## config.mk

```make
export PLATFORM = sky130hd
export DESIGN_NAME = dic_input_cond
export DESIGN_NICKNAME = d
export VERILOG_FILES = /design/src/dic_pkg.sv /design/src/dic_cap_if.sv /design/src/dic_home_capture.sv /design/src/dic_input_cond.sv
export SDC_FILE = /design/constraint.sdc
export NUM_CORES = 2
export LEC_CHECK = 0
export ABC_AREA = 0
export ABC_CLOCK_PERIOD_IN_PS = 4040
export BUFFER_PORTS_ARGS = -buffer_cell sky130_fd_sc_hd__buf_2
export CAP_MARGIN = 20
export CORE_UTILIZATION = 34
export CTS_BUF_LIST = sky130_fd_sc_hd__clkbuf_4 sky130_fd_sc_hd__clkbuf_8 sky130_fd_sc_hd__clkbuf_16
export DETAILED_ROUTE_END_ITERATION = 16
export PLACE_DENSITY = 0.5
export SYNTH_ARGS = -nofsm -noshare
export SYNTH_HDL_FRONTEND = slang
export SYNTH_SLANG_ARGS = --single-unit
```

## constraint.sdc

```tcl
create_clock -name clock -period 4.04 [get_ports clock]
set_input_delay 0.808 -clock clock [delete_from_list [all_inputs] [get_ports clock]]
set_output_delay 0.808 -clock clock [all_outputs]
set_load 0.02 [all_outputs]
```

## src/dic_pkg.sv

```systemverilog
`default_nettype none
package dic_pkg;

  // ************************************************************
  // object dictionary addressing
  // ************************************************************
  localparam logic [15:0] IDX_INPUT_CTRL  = 16'h3240;
  localparam logic [15:0] IDX_INPUT_ROUTE = 16'h3242;
  localparam logic [15:0] IDX_HOME_CAP    = 16'h3243;
  localparam logic [15:0] IDX_OUTPUT_CTRL = 16'h3250;

  localparam logic [7:0] SUB_ENTRIES   = 8'h00;
  localparam logic [7:0] SUB_SFE       = 8'h01;
  localparam logic [7:0] SUB_INVERT    = 8'h02;
  localparam logic [7:0] SUB_FORCE_EN  = 8'h03;
  localparam logic [7:0] SUB_FORCE_VAL = 8'h04;
  localparam logic [7:0] SUB_RAW       = 8'h05;
  localparam logic [7:0] SUB_RANGE     = 8'h06;
  localparam logic [7:0] SUB_DIFF      = 8'h07;
  localparam logic [7:0] SUB_ROUTE_EN  = 8'h08;
  localparam logic [7:0] SUB_CAP_CTRL  = 8'h01;
  localparam logic [7:0] SUB_CAP_COUNT = 8'h02;
  localparam logic [7:0] SUB_CAP_USER  = 8'h03;
  localparam logic [7:0] SUB_CAP_RAW   = 8'h04;
  localparam logic [7:0] SUB_OUT_LEVEL = 8'h04;
  localparam logic [7:0] SUB_ROUTE_LAST = 8'h20;

  localparam logic [7:0] INPUT_CTRL_ENTRIES = 8'h08;
  localparam logic [7:0] ROUTE_ENTRIES      = 8'h20;
  localparam logic [7:0] CAP_ENTRIES        = 8'h04;

  // ************************************************************
  // field positions and masks
  // ************************************************************
  localparam int unsigned SFE_NEG_LIMIT = 0;
  localparam int unsigned SFE_POS_LIMIT = 1;
  localparam int unsigned SFE_HOME      = 2;
  localparam int unsigned SFE_INTERLOCK = 3;
  localparam int unsigned IN_NEG_LIMIT  = 0;
  localparam int unsigned IN_POS_LIMIT  = 1;
  localparam int unsigned IN_HOME       = 2;
  localparam int unsigned IN_INTERLOCK  = 3;
  localparam logic [31:0] CLKDIR_MASK   = 32'h0000_0030;
  localparam int unsigned OUT_SPECIAL_LSB = 0;
  localparam int unsigned OUT_LEVEL_LSB   = 16;

  // ************************************************************
  // capture modes and state
  // ************************************************************
  typedef enum logic [1:0] {
    CAP_OFF  = 2'h0,
    CAP_RISE = 2'h1,
    CAP_FALL = 2'h2,
    CAP_BOTH = 2'h3
  } dic_cap_mode_t;

  localparam logic [31:0] RST_WORD = 32'h0000_0000;
  localparam logic [7:0]  RST_SEL  = 8'h00;

  typedef struct packed {
    logic [31:0] ctrl;
    logic [31:0] count;
    logic [31:0] cap_user;
    logic [31:0] cap_raw;
    logic        home_q;
    logic        pulse;
  } dic_cap_state_t;

  typedef struct packed {
    logic [31:0]      sync1;
    logic [31:0]      sync2;
    logic [31:0]      sfe;
    logic [31:0]      invert;
    logic [31:0]      force_en;
    logic [31:0]      force_val;
    logic [31:0]      range;
    logic [31:0]      diff;
    logic [31:0]      route_en;
    logic [31:0][7:0] route_sel;
    logic [31:0]      out_ctrl;
    logic [31:0]      processed;
    logic [3:0]       special;
    logic [31:0]      rdata;
    logic             ack;
    logic             abort;
  } dic_top_state_t;

  localparam dic_cap_state_t CAP_STATE_RST = '0;
  localparam dic_top_state_t TOP_STATE_RST = '0;

endpackage : dic_pkg
`default_nettype wire

```

## src/dic_cap_if.sv

```systemverilog
`timescale 1ns/1ps
`default_nettype none
interface dic_cap_if;
  logic        home_level;
  logic [31:0] pos_user;
  logic [31:0] pos_raw;
  logic [31:0] wdata;
  logic        ctrl_wr;
  logic        count_wr;
  logic        user_wr;
  logic        raw_wr;
  logic [31:0] ctrl;
  logic [31:0] count;
  logic [31:0] cap_user;
  logic [31:0] cap_raw;
  logic        pulse;

  modport owner (
    output home_level, pos_user, pos_raw, wdata, ctrl_wr, count_wr, user_wr, raw_wr,
    input  ctrl, count, cap_user, cap_raw, pulse
  );
  modport unit (
    input  home_level, pos_user, pos_raw, wdata, ctrl_wr, count_wr, user_wr, raw_wr,
    output ctrl, count, cap_user, cap_raw, pulse
  );
endinterface : dic_cap_if
`default_nettype wire

```

## src/dic_home_capture.sv

```systemverilog
`timescale 1ns/1ps
`default_nettype none
module dic_home_capture (
  input  wire logic clock,
  input  wire logic resetn,
  input  wire logic ce,
  dic_cap_if.unit   cap
);

  dic_pkg::dic_cap_state_t s_reg;
  dic_pkg::dic_cap_state_t s_next;
  dic_pkg::dic_cap_mode_t  mode;
  logic                    rise;
  logic                    fall;
  logic                    hit;
  logic                    start_wr;

  // ************************************************************
  // edge qualification and capture
  // ************************************************************
  always_comb begin
    s_next = s_reg;
    rise   = cap.home_level & ~s_reg.home_q;
    fall   = ~cap.home_level & s_reg.home_q;
    // values above 3 behave as off
    mode   = (s_reg.ctrl[31:2] == '0) ? dic_pkg::dic_cap_mode_t'(s_reg.ctrl[1:0])
                                      : dic_pkg::CAP_OFF;
    unique case (mode)
      dic_pkg::CAP_RISE: hit = rise;
      dic_pkg::CAP_FALL: hit = fall;
      dic_pkg::CAP_BOTH: hit = rise | fall;
      dic_pkg::CAP_OFF:  hit = 1'b0;
    endcase
    start_wr = cap.ctrl_wr && (cap.wdata[31:2] == '0) && (cap.wdata[1:0] != 2'h0);
    s_next.home_q = cap.home_level;
    s_next.pulse  = hit;
    if (cap.ctrl_wr) begin
      s_next.ctrl = cap.wdata;
    end
    if (cap.count_wr) begin
      s_next.count = cap.wdata;
    end
    if (start_wr) begin
      s_next.count = dic_pkg::RST_WORD;
    end
    if (cap.user_wr) begin
      s_next.cap_user = cap.wdata;
    end
    if (cap.raw_wr) begin
      s_next.cap_raw = cap.wdata;
    end
    // a capture in the clearing cycle is still counted
    if (hit) begin
      s_next.count    = s_next.count + 32'h0000_0001;
      s_next.cap_user = cap.pos_user;
      s_next.cap_raw  = cap.pos_raw;
    end
  end

  always_ff @(posedge clock or negedge resetn) begin
    if (!resetn) begin
      s_reg <= dic_pkg::CAP_STATE_RST;
    end else if (ce) begin
      s_reg <= s_next;
    end
  end

  assign cap.ctrl     = s_reg.ctrl;
  assign cap.count    = s_reg.count;
  assign cap.cap_user = s_reg.cap_user;
  assign cap.cap_raw  = s_reg.cap_raw;
  assign cap.pulse    = s_reg.pulse;
endmodule : dic_home_capture
`default_nettype wire

```

## src/dic_input_cond.sv

```systemverilog
`timescale 1ns/1ps
`default_nettype none
module dic_input_cond (
  input  wire logic        clock,
  input  wire logic        resetn,
  input  wire logic        ce,
  input  wire logic [31:0] din_pin,
  input  wire logic [31:0] pos_user,
  input  wire logic [31:0] pos_raw,
  input  wire logic        od_req,
  input  wire logic        od_wr,
  input  wire logic [15:0] od_index,
  input  wire logic [7:0]  od_sub,
  input  wire logic [31:0] od_wdata,
  output logic      [31:0] od_rdata,
  output logic             od_ack,
  output logic             od_abort,
  output logic      [31:0] processed_input_word,
  output logic             neg_limit_active,
  output logic             pos_limit_active,
  output logic             home_active,
  output logic             interlock_active,
  output logic      [31:0] threshold_select,
  output logic             differential_mode,
  output logic      [15:0] out_special,
  output logic      [15:0] out_level,
  output logic             capture_pulse
);

  dic_pkg::dic_top_state_t s_reg;
  dic_pkg::dic_top_state_t s_next;
  dic_cap_if               cap_bus ();

  logic [31:0] inverted;
  logic [31:0] conditioned;
  logic [31:0] routed;
  logic [7:0]  sel;
  logic        hit;
  logic        is_wr;
  logic        is_rd;
  logic [4:0]  route_idx;

  // ************************************************************
  // input conditioning chain
  // ************************************************************
  always_comb begin
    // clock and direction inputs bypass the invert mask
    inverted    = s_reg.sync2 ^ (s_reg.invert & ~dic_pkg::CLKDIR_MASK);
    conditioned = (s_reg.force_en & s_reg.force_val)
                | (~s_reg.force_en & inverted);
    for (int b = 0; b < 32; b++) begin
      sel = s_reg.route_sel[b];
      // selector n in 1..32 picks conditioned input n-1; 0 and out of range give 0
      if (sel != 8'h00 && sel <= dic_pkg::ROUTE_ENTRIES) begin
        routed[b] = conditioned[5'(sel - 8'h01)];
      end else begin
        routed[b] = 1'b0;
      end
    end
  end

  // ************************************************************
  // object dictionary access and state update
  // ************************************************************
  always_comb begin
    s_next       = s_reg;
    s_next.sync1 = din_pin;
    s_next.sync2 = s_reg.sync1;
    s_next.ack   = 1'b0;
    s_next.abort = 1'b0;
    s_next.rdata = dic_pkg::RST_WORD;
    is_wr        = od_req && od_wr;
    is_rd        = od_req && !od_wr;
    route_idx    = 5'(od_sub - 8'h01);
    hit          = 1'b1;
    cap_bus.ctrl_wr  = 1'b0;
    cap_bus.count_wr = 1'b0;
    cap_bus.user_wr  = 1'b0;
    cap_bus.raw_wr   = 1'b0;

    // routing switches the source of the whole word at once
    s_next.processed = s_reg.route_en[0] ? routed : conditioned;
    // special meanings read only bits 3:0 of the enable word
    s_next.special[dic_pkg::SFE_NEG_LIMIT] = s_reg.sfe[dic_pkg::SFE_NEG_LIMIT]
        & conditioned[dic_pkg::IN_NEG_LIMIT];
    s_next.special[dic_pkg::SFE_POS_LIMIT] = s_reg.sfe[dic_pkg::SFE_POS_LIMIT]
        & conditioned[dic_pkg::IN_POS_LIMIT];
    s_next.special[dic_pkg::SFE_HOME]      = s_reg.sfe[dic_pkg::SFE_HOME]
        & conditioned[dic_pkg::IN_HOME];
    s_next.special[dic_pkg::SFE_INTERLOCK] = s_reg.sfe[dic_pkg::SFE_INTERLOCK]
        & conditioned[dic_pkg::IN_INTERLOCK];

    if (od_index == dic_pkg::IDX_INPUT_CTRL) begin
      unique case (od_sub)
        dic_pkg::SUB_ENTRIES: begin
          s_next.rdata = {24'h00_0000, dic_pkg::INPUT_CTRL_ENTRIES};
          hit          = !is_wr;
        end
        dic_pkg::SUB_SFE: begin
          s_next.rdata = s_reg.sfe;
          if (is_wr) s_next.sfe = od_wdata;
        end
        dic_pkg::SUB_INVERT: begin
          s_next.rdata = s_reg.invert;
          if (is_wr) s_next.invert = od_wdata;
        end
        dic_pkg::SUB_FORCE_EN: begin
          s_next.rdata = s_reg.force_en;
          if (is_wr) s_next.force_en = od_wdata;
        end
        dic_pkg::SUB_FORCE_VAL: begin
          s_next.rdata = s_reg.force_val;
          if (is_wr) s_next.force_val = od_wdata;
        end
        dic_pkg::SUB_RAW: begin
          // writes are accepted but cannot overwrite live levels
          s_next.rdata = s_reg.sync2;
        end
        dic_pkg::SUB_RANGE: begin
          s_next.rdata = s_reg.range;
          if (is_wr) s_next.range = od_wdata;
        end
        dic_pkg::SUB_DIFF: begin
          s_next.rdata = s_reg.diff;
          if (is_wr) s_next.diff = od_wdata;
        end
        dic_pkg::SUB_ROUTE_EN: begin
          s_next.rdata = s_reg.route_en;
          if (is_wr) s_next.route_en = od_wdata;
        end
        default: hit = 1'b0;
      endcase
    end else if (od_index == dic_pkg::IDX_INPUT_ROUTE) begin
      if (od_sub == dic_pkg::SUB_ENTRIES) begin
        s_next.rdata = {24'h00_0000, dic_pkg::ROUTE_ENTRIES};
        hit          = !is_wr;
      end else if (od_sub <= dic_pkg::SUB_ROUTE_LAST) begin
        s_next.rdata = {24'h00_0000, s_reg.route_sel[route_idx]};
        if (is_wr) s_next.route_sel[route_idx] = od_wdata[7:0];
      end else begin
        hit = 1'b0;
      end
    end else if (od_index == dic_pkg::IDX_HOME_CAP) begin
      unique case (od_sub)
        dic_pkg::SUB_ENTRIES: begin
          s_next.rdata = {24'h00_0000, dic_pkg::CAP_ENTRIES};
          hit          = !is_wr;
        end
        dic_pkg::SUB_CAP_CTRL: begin
          s_next.rdata    = cap_bus.ctrl;
          cap_bus.ctrl_wr = is_wr && ce;
        end
        dic_pkg::SUB_CAP_COUNT: begin
          s_next.rdata     = cap_bus.count;
          cap_bus.count_wr = is_wr && ce;
        end
        dic_pkg::SUB_CAP_USER: begin
          s_next.rdata    = cap_bus.cap_user;
          cap_bus.user_wr = is_wr && ce;
        end
        dic_pkg::SUB_CAP_RAW: begin
          s_next.rdata   = cap_bus.cap_raw;
          cap_bus.raw_wr = is_wr && ce;
        end
        default: hit = 1'b0;
      endcase
    end else if (od_index == dic_pkg::IDX_OUTPUT_CTRL && od_sub == dic_pkg::SUB_OUT_LEVEL) begin
      s_next.rdata = s_reg.out_ctrl;
      if (is_wr) s_next.out_ctrl = od_wdata;
    end else begin
      hit = 1'b0;
    end

    if (od_req) begin
      s_next.ack   = hit;
      s_next.abort = !hit;
    end
    if (!is_rd || !hit) begin
      s_next.rdata = dic_pkg::RST_WORD;
    end
  end

  always_ff @(posedge clock or negedge resetn) begin
    if (!resetn) begin
      s_reg <= dic_pkg::TOP_STATE_RST;
    end else if (ce) begin
      s_reg <= s_next;
    end
  end

  // ************************************************************
  // homing capture
  // ************************************************************
  // home level is the enabled, conditioned home input, already registered
  assign cap_bus.home_level = s_reg.special[dic_pkg::SFE_HOME];
  assign cap_bus.pos_user   = pos_user;
  assign cap_bus.pos_raw    = pos_raw;
  assign cap_bus.wdata      = od_wdata;

  dic_home_capture u_capture (
    .clock  (clock),
    .resetn (resetn),
    .ce     (ce),
    .cap    (cap_bus.unit)
  );

  // ************************************************************
  // outputs
  // ************************************************************
  assign od_rdata             = s_reg.rdata;
  assign od_ack               = s_reg.ack;
  assign od_abort             = s_reg.abort;
  assign processed_input_word = s_reg.processed;
  assign neg_limit_active     = s_reg.special[dic_pkg::SFE_NEG_LIMIT];
  assign pos_limit_active     = s_reg.special[dic_pkg::SFE_POS_LIMIT];
  assign home_active          = s_reg.special[dic_pkg::SFE_HOME];
  assign interlock_active     = s_reg.special[dic_pkg::SFE_INTERLOCK];
  assign threshold_select     = s_reg.range;
  assign differential_mode    = s_reg.diff[0];
  assign out_special          = s_reg.out_ctrl[dic_pkg::OUT_SPECIAL_LSB +: 16];
  assign out_level            = s_reg.out_ctrl[dic_pkg::OUT_LEVEL_LSB +: 16];
  assign capture_pulse        = cap_bus.pulse;
endmodule : dic_input_cond
`default_nettype wire

```

==> out/results.txt <==
Crit path top cell by count = buf_4
final hold vios = 0
grt ovf = 0
initial antenna violation count = 21
first-pass GRT wire length = 303 mm
Hold Crit Class = input port to asynchronous set/reset pin
Worst EP arrival = 4.23 ns
largest family of logic cells by synthesized area = multiplexers
Syn Inst Count = 4,639
Port-buffer cells = 292
Vias = 42,900
share of layout cells above drive strength 1 = 36.3%
H-tree levels = 3
top-area cell type share of the netlist area = 38.8%
skew final = 0.0653 ns
xor and xnor area share after synthesis = 2.05%
max reg flops = 471
Non-Filler Instances = 6,876
Worst Tran Pin Value = 1.13 ns
Residual DRC = 0
Pins Over Slew Limit = 0
DR WL/cell = 30.9 um
synth cell count leaders = 776 x dfrtp_1, 582 x mux2_2, 392 x nand2_1
CTS Hold Bufs = 0
FMAX = 277 MHz
Post-CTS Setup Repair Bufs = 0
Clock transition at path regs = 0.07 ns
post-synthesis mux area share = 29.0%
register area = 0.0194 mm2
Synth async-reset ratio = 100%
Cell Chain, Critical Path = buf_2 -> nor4b_1 -> buf_4 -> and3_1 -> nand4_1 -> buf_4 -> nand2_1 -> a21oi_2 -> ha_2 -> inv_1 -> or4_1 -> or3_4 -> o41a_1 -> o21ai_1 -> o221ai_2
critical path endpoint = u_capture.cap.count[28]$_DFFE_PN0P_
root buf cell = clkbuf_16
maxcap violations = 0
Post-DP HPWL = 145 mm
sequential area share after synthesis = 38.8%
Max clock buf depth = 3
hold slack final = 0.152 ns
period utilisation layout = 89.4%
Final Critical Period = 3.61 ns
Leak = 25.7 nW
gr usage total = 28.0%
Area Overhead vs Synth = 17.2%
width of the die = 386 um
Die ar. = 0.149 mm2
Critical Path Sink Type = flop
CP max-delay cell = or3_4
Slew HR = 22.7%
syn avg cell area = 10.8 um2
Syn Nets = 4,836
number of flops mapped to enable cells by yosys = 0
ys flop type = dfrtp_1
CTS Buf Count = 92
critical path type = input port to flop
final setup TNS = 0 ns
vias in the first global route = 41,100
final wirelength = 212 mm
Synth Area in Compound Gates = 12.3%
crit path from = od_index[12]
CP Launch Type = input port
RSZ-0062 raised after global routing = false
status = completed
Layout Nets = 5,070
Detail Route Antenna Nets = 0
Pwr per Cell Area = 354 mW/mm2
Placed Cells = 6,694
crit-path max cell delay = 0.56 ns
post-synthesis cell area = 0.0501 mm2
most area-hungry cell type in the Yosys netlist = dfrtp_1
Iteration-0 DRC Markers = 5,671
Post-Synth Adder-Cell Area = 1.00%
maximum number of pins on one net before global-route repair = 114
critical path required time = 4.66 ns
io pins = 293
Syn. warnings = 0
final setup fails = 0
Starting Density = 34.3%
cts repair resizes = 0
RePlAce Congestion = 0.949
fin area = 0.0587 mm2
flop2flop setup slack = 0.46 ns
# fillers = 14,000
R2R cell count = 9
multi-input logic area = 0.0283 mm2
Post-Synth Simple-Gate Area = 11.3%
CTS tree = done
synth unique cells = 88
synthesized flop and latch total = 776
Core Rows = 140
clk sinks = 776
core area = 0.146 mm2
worst r2r src = u_capture.cap.ctrl[6]$_DFFE_PN0P_
placed cell area = 0.0553 mm2
count leader, synth = dfrtp_1
crit path max fanout = 24
worst r2r dst = u_capture.cap.count[27]$_DFFE_PN0P_
drt pass-1 iters = 8
Synth area leaders = dfrtp_1 39%, mux2_2 13%, mux4_2 13%
vias per cell = 6.24
die height = 386 um
Worst-Skew Late Latency = 0.75 ns
Peak VDD IR = 0.000348 V
report_power, final:
group / switching [mW] / leakage, nW / internal, mW
Clock: 3.78 / 1.68 / 5.46
Sequential: 0.184 / 10.3 / 7.90
Combinational: 2.21 / 13.7 / 1.22
Total: 6.18 / 25.7 / 14.6
layout make-up:
class	instances	area share (%)
timing repair buffer	661	8.27
antenna	8	0.0341
multi-input combinational	3246	48.2
clock buffer	130	4.65
clock inverter	42	1.06
sequential	776	33.1
inverter	96	0.627
tap	1917	4.09
logic make-up (layout without fill, tap and decap cells):
kind of cell | Yosys count | after routing
AO/OA/AOI/OAI | 918 | 918
AND/OR/NAND/NOR | 1145 | 1145
buffers and inverters | 617 | 929
multiplexers | 1026 | 1026
adder cells (fa/ha/maj) | 40 | 40
flip-flops | 776 | 776
other | 0 | 8
XOR/XNOR | 117 | 117
worst min path at each step:
stage	startpoint	to	slack [ns]	cells past startpoint
2_1_floorplan	u_capture.cap.cap_user[0]$_DFFE_PN0P_	u_capture.cap.cap_user[0]$_DFFE_PN0P_	0.45	2
3_3_place_gp	u_capture.cap.cap_user[0]$_DFFE_PN0P_	u_capture.cap.cap_user[0]$_DFFE_PN0P_	0.47	2
3_5_place_dp	u_capture.cap.cap_user[0]$_DFFE_PN0P_	u_capture.cap.cap_user[0]$_DFFE_PN0P_	0.47	2
4_1_cts	resetn	s_reg[601]$_DFFE_PN0P_	0.15	1
5_1_grt	resetn	s_next[600]$_DFFE_PN0P_	0.19	1
6_report	resetn	s_next[600]$_DFFE_PN0P_	0.15	1
per-stage QoR:
| step | utilization [%] | total power [mW] | setup WS, ns |
|---|---|---|---|
| 2_1_floorplan | - | 9.84 | -0.671 |
| 3_3_place_gp | 37.9 | 11.5 | -0.231 |
| 3_5_place_dp | 37.9 | 11.5 | -0.275 |
| 4_1_cts | 40.2 | 20.8 | 0.503 |
| 5_1_grt | 40.2 | 21.3 | 0.306 |
| 6_report | 40.2 | 20.8 | 0.429 |
layer usage:
layer	global-route usage (%)	share of wire (%)	wire length [um]
met1	39.4	42	89600
met2	41.8	44	92500
met3	5.82	10	21500
met4	11.0	4.0	8590
met5	0	0.024	51
worst max-delay path: cells and delay by family:
| kind | cells | cell delay (ns) |
|---|---|---|
| buffers and inverters | 4 | 0.64 |
| adders and majority gates | 1 | 0.18 |
| AOI/OAI and AO/OA | 4 | 0.80 |
| and+or+nand+nor | 6 | 1.76 |
placed cells by master, fill, tap and decap left out, drive strengths merged, types with 43 or more instances in the layout:
cell type  instances
buf              661
mux4             281
a222oi            48
inv               89
nor3              78
xor2              65
a21oi            153
nor2             257
mux2             583
nor4              43
mux2i            162
o22ai             51
clkbuf           130
nand2            392
nand3             76
o21ai            278
a22oi             71
xnor2             52
dfrtp            776
nand4             62
(Power assumes the default switching activity.)
